$ cat src/verilog/e1_rx_out_pkg.sv
// Package for the eight-channel E1 receive output block: timing constants,
// register map, control field positions and the per-channel carriers.
// Assumes a single 100 MHz system clock and an APB register bus.
package e1_rx_out_pkg;

  // Clock and line rates, and the phase step of the clock-recovery NCO
  localparam longint CLOCK_HZ      = 100_000_000;
  localparam longint LINE_RATE_HZ  = 2_048_000;
  localparam int     PHASE_WIDTH   = 32;
  localparam logic [PHASE_WIDTH-1:0] PHASE_STEP =
    PHASE_WIDTH'((LINE_RATE_HZ << PHASE_WIDTH) / CLOCK_HZ);
  // Phase loaded on the first pulse of a bit: pulse sits early in the bit
  localparam logic [PHASE_WIDTH-1:0] PHASE_ALIGN = 32'h4000_0000;

  localparam int NUM_CHANNELS = 8;
  localparam int COUNT_WIDTH  = 16;
  localparam logic [COUNT_WIDTH-1:0] COUNT_MAX = 16'hFFFF;
  // Zeros in a row that make an excessive-zeros violation
  localparam logic [2:0] EXCESS_ZEROS = 3'h4;
  localparam logic [2:0] HDB3_RUN     = 3'h3;

  // APB register map (byte addresses)
  localparam int ADDR_WIDTH = 8;
  localparam logic [ADDR_WIDTH-1:0] REG_CONTROL     = 8'h00;
  localparam logic [ADDR_WIDTH-1:0] REG_RX_ENABLE   = 8'h04;
  localparam logic [ADDR_WIDTH-1:0] REG_COUNT_RESET = 8'h08;
  localparam logic [ADDR_WIDTH-1:0] REG_STATUS      = 8'h0C;
  localparam logic [ADDR_WIDTH-1:0] REG_IRQ_STATUS  = 8'h10;
  localparam logic [ADDR_WIDTH-1:0] REG_IRQ_MASK    = 8'h14;
  localparam logic [ADDR_WIDTH-1:0] REG_COUNT_BASE  = 8'h20;

  // Control register fields
  localparam int CTRL_WIDTH       = 4;
  localparam int CTRL_EDGE_BIT    = 0;
  localparam int CTRL_SINGLE_BIT  = 1;
  localparam int CTRL_OVERFLOW_BIT = 2;
  localparam int CTRL_HOST_BIT    = 3;
  localparam logic [CTRL_WIDTH-1:0]   CTRL_RESET      = 4'h0;
  localparam logic [NUM_CHANNELS-1:0] RX_ENABLE_RESET = 8'hFF;
  // Edge select value that updates data on the rising clock edge
  localparam logic EDGE_RISING = 1'b0;

  // Interrupt layout: loss events low byte, counter saturation high byte
  localparam int IRQ_WIDTH    = 2 * NUM_CHANNELS;
  localparam int IRQ_SAT_BASE = NUM_CHANNELS;

  // Sliced line input of one channel
  typedef struct packed {
    logic lineInputPositive;
    logic lineInputNegative;
    logic lineHighZ;
    logic lossCondition;
  } line_in_t;

  // Receive output of one channel
  typedef struct packed {
    logic recoveredClock;
    logic positiveRailDataOut;
    logic negativeRailDataOut;
    logic lossOfSignalFlag;
  } rx_out_t;

endpackage

$ cat src/verilog/e1_receive_output_interface.sv
// Receive output side of an eight-channel E1 line interface: clock
// recovery, rail/NRZ data, violation indicator, loss flag, APB registers.
// Assumes sliced line pulses and loss detection arrive synchronous to clock.
//
// Summary of operation
// RQ1: Receiver-on input switches all receivers together; in host mode the code ignores it and uses per-channel enables instead.
// RQ2: Receivers default on; input treated as pulled high.
// RQ3: Loss flag rises, held one recovered cycle minimum; the code holds it only until the next recovered rising edge.
// RQ4: Loss flag falls only after the condition clears.
// RQ5: Receive clock recovered from incoming line pulses.
// RQ6: Without signal, clock free-runs from master clock.
// RQ7: Data updates on the selected receive clock edge.
// RQ8: One global edge select for all channels.
// RQ9: Positive output carries pulses or NRZ data.
// RQ10: Single rail: negative output flags violations.
// RQ11: Overflow select: indicator follows saturated counter.
// RQ12: Eight independent channel instances of this logic.
//
// Implementation choices: the APB interface to the registers and the address map.
`timescale 1ns/10ps
`default_nettype none

module e1_receive_output_interface
  import e1_rx_out_pkg::*;
(
  input  wire logic                              clock,
  input  wire logic                              reset_n,
  input  wire logic                              psel,
  input  wire logic                              penable,
  input  wire logic                              pwrite,
  input  wire logic [ADDR_WIDTH-1:0]             paddr,
  input  wire logic [31:0]                       pwdata,
  output var  logic [31:0]                       prdata,
  output logic                                   pready,
  output logic                                   pslverr,
  input  wire logic                              receiverOnInput,
  input  wire line_in_t [NUM_CHANNELS-1:0]       lineIn,
  output var  rx_out_t  [NUM_CHANNELS-1:0]       rxOut,
  output logic                                   interrupt
);

  // True when an address hits one of the per-channel counter words
  function automatic logic isCountAddr(input logic [ADDR_WIDTH-1:0] a);
    isCountAddr = (a >= REG_COUNT_BASE) &&
                  (a < REG_COUNT_BASE + ADDR_WIDTH'(4 * NUM_CHANNELS)) &&
                  (a[1:0] == 2'h0);
  endfunction

  logic [CTRL_WIDTH-1:0]   control;
  logic [NUM_CHANNELS-1:0] rxEnable;
  logic [IRQ_WIDTH-1:0]    irqStatus;
  logic [IRQ_WIDTH-1:0]    irqMask;
  logic [NUM_CHANNELS-1:0] countReset;
  logic                    receiverOnSeen;
  logic [COUNT_WIDTH-1:0]  violCount [NUM_CHANNELS];
  logic [NUM_CHANNELS-1:0] lossFlags;
  logic [NUM_CHANNELS-1:0] lossRise;
  logic [NUM_CHANNELS-1:0] saturated;
  logic [NUM_CHANNELS-1:0] satRise;
  logic [NUM_CHANNELS-1:0] receiverOn;

  // Global settings shared by every channel
  wire logic edgeSelect     = control[CTRL_EDGE_BIT];     // [RQ8]
  wire logic singleRail     = control[CTRL_SINGLE_BIT];
  wire logic overflowSelect = control[CTRL_OVERFLOW_BIT];
  wire logic hostMode       = control[CTRL_HOST_BIT];

  // APB decode; zero wait states, so pready is always high
  wire logic accessPhase = psel & penable;
  wire logic setupPhase  = psel & ~penable;
  wire logic writeAccess = accessPhase & pwrite;
  wire logic hitControl  = (paddr == REG_CONTROL);
  wire logic hitEnable   = (paddr == REG_RX_ENABLE);
  wire logic hitCountRst = (paddr == REG_COUNT_RESET);
  wire logic hitStatus   = (paddr == REG_STATUS);
  wire logic hitIrqStat  = (paddr == REG_IRQ_STATUS);
  wire logic hitIrqMask  = (paddr == REG_IRQ_MASK);
  wire logic hitCount    = isCountAddr(paddr);
  wire logic addrHit     = hitControl | hitEnable | hitCountRst |
                           hitStatus | hitIrqStat | hitIrqMask | hitCount;
  wire logic [2:0] countIndex = 3'((paddr - REG_COUNT_BASE) >> 2);

  assign pready  = 1'b1;
  assign pslverr = accessPhase & ~addrHit;

  // Read data selection for the word captured in the setup phase
  logic [31:0] readWord;
  always_comb begin
    readWord = 32'h0000_0000;
    if (hitControl) begin
      readWord = 32'(control);
    end else if (hitEnable) begin
      readWord = 32'(rxEnable);
    end else if (hitStatus) begin
      readWord = 32'({saturated, lossFlags});
    end else if (hitIrqStat) begin
      readWord = 32'(irqStatus);
    end else if (hitIrqMask) begin
      readWord = 32'(irqMask);
    end else if (hitCount) begin
      readWord = 32'(violCount[countIndex]);
    end
  end

  // Read data is registered at setup, so it is stable through the access
  always_ff @(posedge clock or negedge reset_n) begin
    if (!reset_n) begin
      prdata <= 32'h0000_0000;
    end else if (setupPhase) begin
      prdata <= pwrite ? 32'h0000_0000 : readWord;
    end
  end

  // Control, enable and interrupt mask registers
  always_ff @(posedge clock or negedge reset_n) begin
    if (!reset_n) begin
      control  <= CTRL_RESET;
      rxEnable <= RX_ENABLE_RESET;
      irqMask  <= '0;
    end else if (writeAccess) begin
      if (hitControl) control <= pwdata[CTRL_WIDTH-1:0];
      if (hitEnable)  rxEnable <= pwdata[NUM_CHANNELS-1:0];
      if (hitIrqMask) irqMask <= pwdata[IRQ_WIDTH-1:0];
    end
  end

  // Counter reset is a one-cycle pulse per channel, write one to fire
  always_ff @(posedge clock or negedge reset_n) begin
    if (!reset_n) begin
      countReset <= '0;
    end else begin
      countReset <= (writeAccess & hitCountRst) ?
                    pwdata[NUM_CHANNELS-1:0] : '0;
    end
  end

  // Sticky events; a new event wins over a write-one clear
  wire logic [IRQ_WIDTH-1:0] irqEvents = {satRise, lossRise};
  wire logic [IRQ_WIDTH-1:0] irqClear  =
    (writeAccess & hitIrqStat) ? pwdata[IRQ_WIDTH-1:0] : '0;
  always_ff @(posedge clock or negedge reset_n) begin
    if (!reset_n) begin
      irqStatus <= '0;
    end else begin
      irqStatus <= (irqStatus & ~irqClear) | irqEvents;
    end
  end

  always_ff @(posedge clock or negedge reset_n) begin
    if (!reset_n) begin
      interrupt <= 1'b0;
    end else begin
      interrupt <= |(irqStatus & irqMask);
    end
  end

  // Pad pull-up is modelled by a reset value of one: receivers stay on
  // until the pin is actually seen low after reset
  always_ff @(posedge clock or negedge reset_n) begin
    if (!reset_n) begin
      receiverOnSeen <= 1'b1;                                  // [RQ2]
    end else begin
      receiverOnSeen <= receiverOnInput;
    end
  end

  // Hardware mode: one pin for all; host mode: per-channel enables
  assign receiverOn = hostMode ? rxEnable :
                      {NUM_CHANNELS{receiverOnSeen}};          // [RQ1]

  // One independent receive channel per line
  for (genvar ch = 0; ch < NUM_CHANNELS; ch++) begin : gChannel // [RQ12]
    logic [PHASE_WIDTH-1:0] phase;
    logic                   seenPos;
    logic                   seenNeg;
    logic                   lastWasPos;
    logic [2:0]             zeroRun;
    logic                   bitPos;
    logic                   bitNeg;
    logic                   bitViol;
    logic                   lossHeld;
    logic                   lossMinDone;
    logic                   satSeen;
    logic [COUNT_WIDTH-1:0] count;

    wire line_in_t lin = lineIn[ch];
    wire logic on      = receiverOn[ch];
    // Pulses only count while a real signal is present
    wire logic present = on & ~lin.lineHighZ & ~lin.lossCondition;
    wire logic pulsePos = present & lin.lineInputPositive;
    wire logic pulseNeg = present & lin.lineInputNegative;
    wire logic firstPulse = (pulsePos | pulseNeg) & ~seenPos & ~seenNeg;

    // NCO free-runs off the master clock and is pulled in by line pulses
    wire logic [PHASE_WIDTH-1:0] stepped = phase + PHASE_STEP;  // [RQ6]
    wire logic [PHASE_WIDTH-1:0] next_phase =
      firstPulse ? PHASE_ALIGN : stepped;                       // [RQ5]
    wire logic riseEvt = ~phase[PHASE_WIDTH-1] & next_phase[PHASE_WIDTH-1];
    wire logic fallEvt = phase[PHASE_WIDTH-1] & ~next_phase[PHASE_WIDTH-1];
    wire logic updateEvt =
      (edgeSelect == EDGE_RISING) ? riseEvt : fallEvt;          // [RQ7]

    // Symbol of the bit that closes at this falling edge
    wire logic symPos = seenPos | pulsePos;
    wire logic symNeg = seenNeg | pulseNeg;
    wire logic symMark = symPos | symNeg;
    // Same polarity twice is legal only as a substitution after 3 zeros
    wire logic bipolarViol = symMark & (symPos == lastWasPos) &
                             (zeroRun != HDB3_RUN);
    wire logic zerosViol = ~symMark & (zeroRun == EXCESS_ZEROS - 3'h1);
    wire logic isSat = (count == COUNT_MAX);

    always_ff @(posedge clock or negedge reset_n) begin
      if (!reset_n) begin
        phase <= '0;
      end else begin
        phase <= next_phase;
      end
    end

    // Collect pulses during one bit period
    always_ff @(posedge clock or negedge reset_n) begin
      if (!reset_n) begin
        seenPos <= 1'b0;
        seenNeg <= 1'b0;
      end else if (fallEvt) begin
        seenPos <= 1'b0;
        seenNeg <= 1'b0;
      end else begin
        seenPos <= seenPos | pulsePos;
        seenNeg <= seenNeg | pulseNeg;
      end
    end

    // Close the bit: polarity history, zero run, violation
    always_ff @(posedge clock or negedge reset_n) begin
      if (!reset_n) begin
        lastWasPos <= 1'b0;
        zeroRun    <= 3'h0;
        bitPos     <= 1'b0;
        bitNeg     <= 1'b0;
        bitViol    <= 1'b0;
      end else if (fallEvt) begin
        bitPos  <= symPos;
        bitNeg  <= symNeg;
        bitViol <= present & (bipolarViol | zerosViol);
        if (symMark) begin
          lastWasPos <= symPos;
          zeroRun    <= 3'h0;
        end else if (zeroRun != EXCESS_ZEROS) begin
          zeroRun <= zeroRun + 3'h1;
        end
      end
    end

    // Saturating violation counter, cleared from software
    always_ff @(posedge clock or negedge reset_n) begin
      if (!reset_n) begin
        count <= '0;
      end else if (countReset[ch]) begin
        count <= '0;
      end else if (fallEvt && present && (bipolarViol || zerosViol) &&
                   !isSat) begin
        count <= count + COUNT_WIDTH'(1);
      end
    end

    // Outputs move only on the chosen edge, so each value lasts a full
    // recovered cycle; receiver off forces the data lines low
    wire logic indicator = overflowSelect ? isSat : bitViol;    // [RQ11]
    wire logic next_pos = singleRail ? (bitPos | bitNeg) : bitPos; // [RQ9]
    wire logic next_neg = singleRail ? indicator : bitNeg;      // [RQ10]
    always_ff @(posedge clock or negedge reset_n) begin
      if (!reset_n) begin
        rxOut[ch].positiveRailDataOut <= 1'b0;
        rxOut[ch].negativeRailDataOut <= 1'b0;
      end else if (!on) begin
        rxOut[ch].positiveRailDataOut <= 1'b0;                  // [RQ1]
        rxOut[ch].negativeRailDataOut <= 1'b0;
      end else if (updateEvt) begin
        rxOut[ch].positiveRailDataOut <= next_pos;              // [RQ7]
        rxOut[ch].negativeRailDataOut <= next_neg;              // [RQ10]
      end
    end

    always_ff @(posedge clock or negedge reset_n) begin
      if (!reset_n) begin
        rxOut[ch].recoveredClock <= 1'b0;
      end else begin
        rxOut[ch].recoveredClock <= next_phase[PHASE_WIDTH-1];  // [RQ5]
      end
    end

    // Loss flag: set at once, released only after the condition is gone
    // and one recovered rising edge has passed
    always_ff @(posedge clock or negedge reset_n) begin
      if (!reset_n) begin
        lossHeld    <= 1'b0;
        lossMinDone <= 1'b0;
      end else if (on && lin.lossCondition && !lossHeld) begin
        lossHeld    <= 1'b1;                                    // [RQ3]
        lossMinDone <= 1'b0;
      end else if (lossHeld) begin
        if (riseEvt) lossMinDone <= 1'b1;                       // [RQ3]
        if (lossMinDone && !lin.lossCondition) lossHeld <= 1'b0; // [RQ4]
      end
    end

    always_ff @(posedge clock or negedge reset_n) begin
      if (!reset_n) begin
        rxOut[ch].lossOfSignalFlag <= 1'b0;
        satSeen <= 1'b0;
      end else begin
        rxOut[ch].lossOfSignalFlag <= lossHeld;
        satSeen <= isSat;
      end
    end

    assign violCount[ch] = count;
    assign lossFlags[ch] = lossHeld;
    assign lossRise[ch]  = lossHeld & ~rxOut[ch].lossOfSignalFlag;
    assign saturated[ch] = isSat;
    assign satRise[ch]   = isSat & ~satSeen;
  end

endmodule

`default_nettype wire

$ cat config.mk
export PLATFORM = sky130hd
export DESIGN_NAME = e1_receive_output_interface
export DESIGN_NICKNAME = d
export VERILOG_FILES = /design/src/verilog/e1_rx_out_pkg.sv /design/src/verilog/e1_receive_output_interface.sv
export SDC_FILE = /design/constraint.sdc
export NUM_CORES = 1
export LEC_CHECK = 0
export BUFFER_PORTS_ARGS = -buffer_cell sky130_fd_sc_hd__buf_2
export CAP_MARGIN = 10
export CELL_PAD_IN_SITES_DETAIL_PLACEMENT = 1
export CELL_PAD_IN_SITES_GLOBAL_PLACEMENT = 1
export CORE_UTILIZATION = 35
export CTS_BUF_LIST = sky130_fd_sc_hd__clkbuf_8
export DETAILED_ROUTE_END_ITERATION = 6
export GPL_ROUTABILITY_DRIVEN = 0
export GPL_TIMING_DRIVEN = 0
export PLACE_DENSITY_LB_ADDON = 0.1
export SLEW_MARGIN = 10
export SYNTH_ARGS = -nofsm -noshare
export SYNTH_HDL_FRONTEND = slang
export SYNTH_SLANG_ARGS = --single-unit
$ cat constraint.sdc
create_clock -name clock -period 2.7 [get_ports clock]
set_input_delay 0.54 -clock clock [delete_from_list [all_inputs] [get_ports clock]]
set_output_delay 0.54 -clock clock [all_outputs]
set_load 0.1 [all_outputs]
==> results.py <==
metrics = {
    "place": {
        "io_buffers": 109,
        "dpl.hpwl_um": 69500,
        "place_inst": 4277,
        "pre_cts_ws_ns": -1.31,
    },
    "global_routing": {
        "grt_usage_pct": 23.0,
        "grt_pass1_vias": 26200,
        "grt_pass1_wl_um": 155000,
        "grt_overflow": 0,
        "grt_antenna_before_repair": 9,
        "grt_max_degree": 105,
    },
    "timing": {
        "fmax_mhz": 327,
        "worst_slew_pin_slew_ns": 1.02,
        "maxSlewViolCount": 0,
        "setup_ws_ns": -0.360,
        "hold_viol": 0,
        "grt_setup_unrepaired": "true",
        "period_share_pct": 113,
        "finClkSkew_ns": 0.0388,
        "fin_crit_ns": 3.06,
        "maxSlewHeadroom_pct": 32.3,
        "setup_viol": 93,
        "whs_ns": 0.0596,
    },
    "setup_path": {
        "cpLargestDelayFamily": "compound AO/OA/AOI/OAI gates",
        "cp_max_fo": 6,
        "max_stage_delay_ns": 0.58,
        "worst_ep_required_time_ns": 3.39,
        "worst-path-buf-inv": 4,
        "crit_slowest_cell": "a2111o_2",
        "critPathCaptureType": "register",
        "crit_type": "register to register",
        "critical_path.startpoint_type": "register",
        "crit_chain": "buf_12 > buf_12 > mux2_4 > a31oi_4 > nor2b_4 > a21oi_2 > a2111o_2 > buf_8 > buf_6 > or3_4 > a21oi_2",
        "cp.arrival_ns": 3.75,
    },
    "min_path": {
        "hold_class": "input pin to register",
    },
    "floorplanning": {
        "die_w_um": 292,
        "start_util_pct": 35.3,
        "die-area_um2": 85500,
        "die_y_um": 292,
        "num_rows": 106,
        "ios": 145,
        "core-area_um2": 83600,
    },
    "clocking": {
        "insertion_delay_ns": 0.77,
        "cts_tree": "done",
        "clk_pin_slew_ns": 0.06,
        "clk_path_buf_depth": 3,
        "clockRootBuffer": "clkbuf_8",
        "cts_buffers": 107,
        "h-tree-depth": 3,
        "cts_num_sinks": 566,
    },
    "drt": {
        "routed_wl_um": 99300,
        "firstDrtPassIters": 7,
        "viasPerCell": 5.49,
        "post_drt_wl_per_cell_um": 21.6,
        "dr.first_iter.drc_count": 1333,
        "route.detailed.drc": 0,
        "antenna_left": 0,
        "num_vias": 25300,
    },
    "logic_synthesis": {
        "syn_area_um2": 29500,
        "ys_ff_latch": 566,
        "ys_seq_area_share_pct": 48.0,
        "synthFlopType": "dfrtp_1",
        "yosys_warnings": 0,
        "synth_edf_count": 0,
        "synth_top_area_share_pct": 47.2,
        "synthArstFlopShare_pct": 100,
        "syn_inst": 3065,
        "synth.area.top_cells": "dfrtp_1, nor2_1, xnor2_1",
        "syn-mean-instance-area_um2": 9.63,
        "yosys.area.top_type": "dfrtp_1",
        "synth_cell_types": 91,
    },
    "final_layout": {
        "syn2layout_area_growth_pct": 26.8,
        "layout_commonest_cell": "dfrtp_1",
        "fin_util_pct": 44.8,
        "fin_nets": 3548,
        "fillers": 9300,
        "final_cells": 4601,
        "drive_gt1_share_pct": 24.1,
        "final_cell_mix": "dfrtp_1, nor2_1, nand2_1, o21ai_0, clkbuf_8",
    },
    "status": {
        "violations": "setup timing",
        "status": "finished with violations",
    },
    "pwr": {
        "leakage_nw": 16.4,
        "p_per_area_nw_per_um2": 929,
        "power.total_mw": 34.8,
        "ir_drop_mv": 0.684,
    },
    "run": {
        "drv_cap": 0,
    },
}
## synth_stat cells (12+ instances only)
| library cell | instances |
|---|---|
| clkbuf_1 | 111 |
| a31oi_1 | 26 |
| o21ai_1 | 18 |
| mux2i_1 | 43 |
| nand3_1 | 102 |
| a21o_1 | 16 |
| mux4_2 | 32 |
| or3_1 | 55 |
| o211ai_1 | 20 |
| inv_1 | 97 |
| nand2_1 | 201 |
| nor3_1 | 89 |
| o31ai_1 | 32 |
| nor2_1 | 424 |
| a22oi_1 | 13 |
| and3_1 | 50 |
| or4_1 | 24 |
| dfrtp_1 | 557 |
| o21a_1 | 26 |
| a211oi_1 | 22 |
| mux2_2 | 46 |
| a22o_1 | 16 |
| nor4_1 | 35 |
| nand2b_1 | 24 |
| xor2_1 | 110 |
| xnor2_1 | 119 |
| mux2_1 | 15 |
| nand4_1 | 58 |
| buf_4 | 26 |
| buf_1 | 12 |
| ha_1 | 40 |
| and2_1 | 33 |
| a21boi_0 | 15 |
| or2_2 | 15 |
| o21ai_0 | 171 |
| a21oi_1 | 164 |
| nor2b_1 | 50 |
## logic make-up after synthesis
family | after synthesis | synth area share [%]
AOI/OAI and AO/OA | 640 | 13.8
adders and majority gates | 40 | 1.69
xor gates and xnor gates | 229 | 6.79
and+or+nand+nor | 1200 | 19.8
buffers and inverters | 251 | 3.58
DFF | 566 | 48.0
other | 2 | 0.0254
muxes | 137 | 6.28
## state kept, by name, indices dropped and copies added (netlist names)
register,cells
control,4
countReset,8
gChannel.bitNeg,8
gChannel.bitPos,8
gChannel.bitViol,8
gChannel.count,128
gChannel.lastWasPos,8
gChannel.lossHeld,8
gChannel.lossMinDone,8
gChannel.phase,248
gChannel.satSeen,8
gChannel.seenNeg,8
gChannel.seenPos,8
gChannel.zeroRun,24
interrupt,1
irqMask,16
irqStatus,16
prdata,16
receiverOnSeen,1
rxEnable,8
rxOut,24
## stage by stage
stage                     TNS [ns]  instance area [um2]
after floorplan            -0.0862                29600
after detailed placement   -187.80                31800
final                       -14.49                37400
after CTS                   -16.53                35600
after global routing        -21.43                37400
after global placement    -6542.64                31500
## routing by layer
| metal | GRT usage, % | vias to the layer above | wire length [um] |
|---|---|---|---|
| li1 | - | 11600 | - |
| met1 | 31.9 | 12900 | 45400 |
| met2 | 37.2 | 521 | 47100 |
| met3 | 3.32 | 166 | 4370 |
| met4 | 6.35 | 6 | 2410 |
| met5 | 0 | - | 34 |
## area by class of cell
| type | instances | area [um2] | share of cell area, % |
|---|---|---|---|
| clock buffers | 139 | 1910 | 5.11 |
| multi-input cells | 2264 | 16200 | 43.4 |
| repair buffers | 254 | 2120 | 5.67 |
| inverters | 99 | 375 | 1.00 |
| diodes | 1 | 2.50 | 0.00668 |
| well taps | 1080 | 1350 | 3.61 |
| plain buffers | 138 | 917 | 2.45 |
| clock inverters | 60 | 328 | 0.876 |
| flip-flops and latches | 566 | 14200 | 37.9 |
## worst paths after layout
check                               startpoint                    end  slack [ns]  depth (start not counted)
max in group asynchronous              reset_n  gChannel[7].phase[15]        0.69                          5
setup reg to reg                    control[3]   gChannel[5].count[2]       -0.36                         11
hold reg to reg            gChannel[3].satSeen          irqStatus[11]        0.42                          1
min in group asynchronous              reset_n   gChannel[5].phase[3]        0.26                          2
hold / removal                       pwdata[4]          countReset[4]        0.06                          2
setup / recovery                    control[3]   gChannel[5].count[2]       -0.36                         11
## power breakdown
part | leakage [nW] | internal (mW) | switching (mW)
Sequential | 6.97 | 11.1 | 2.80
Clock | 1.32 | 4.73 | 3.99
Combinational | 8.10 | 5.14 | 6.98
## what timing repair did
item	CTS	global route
buffers inserted	65	65
setup endpoints to repair	345	293
cloned	1	8
resized for setup	248	268
pin swaps	57	112
hold buffers	2	0
hold endpoints to repair	36	0
(Power assumes the default switching activity.)
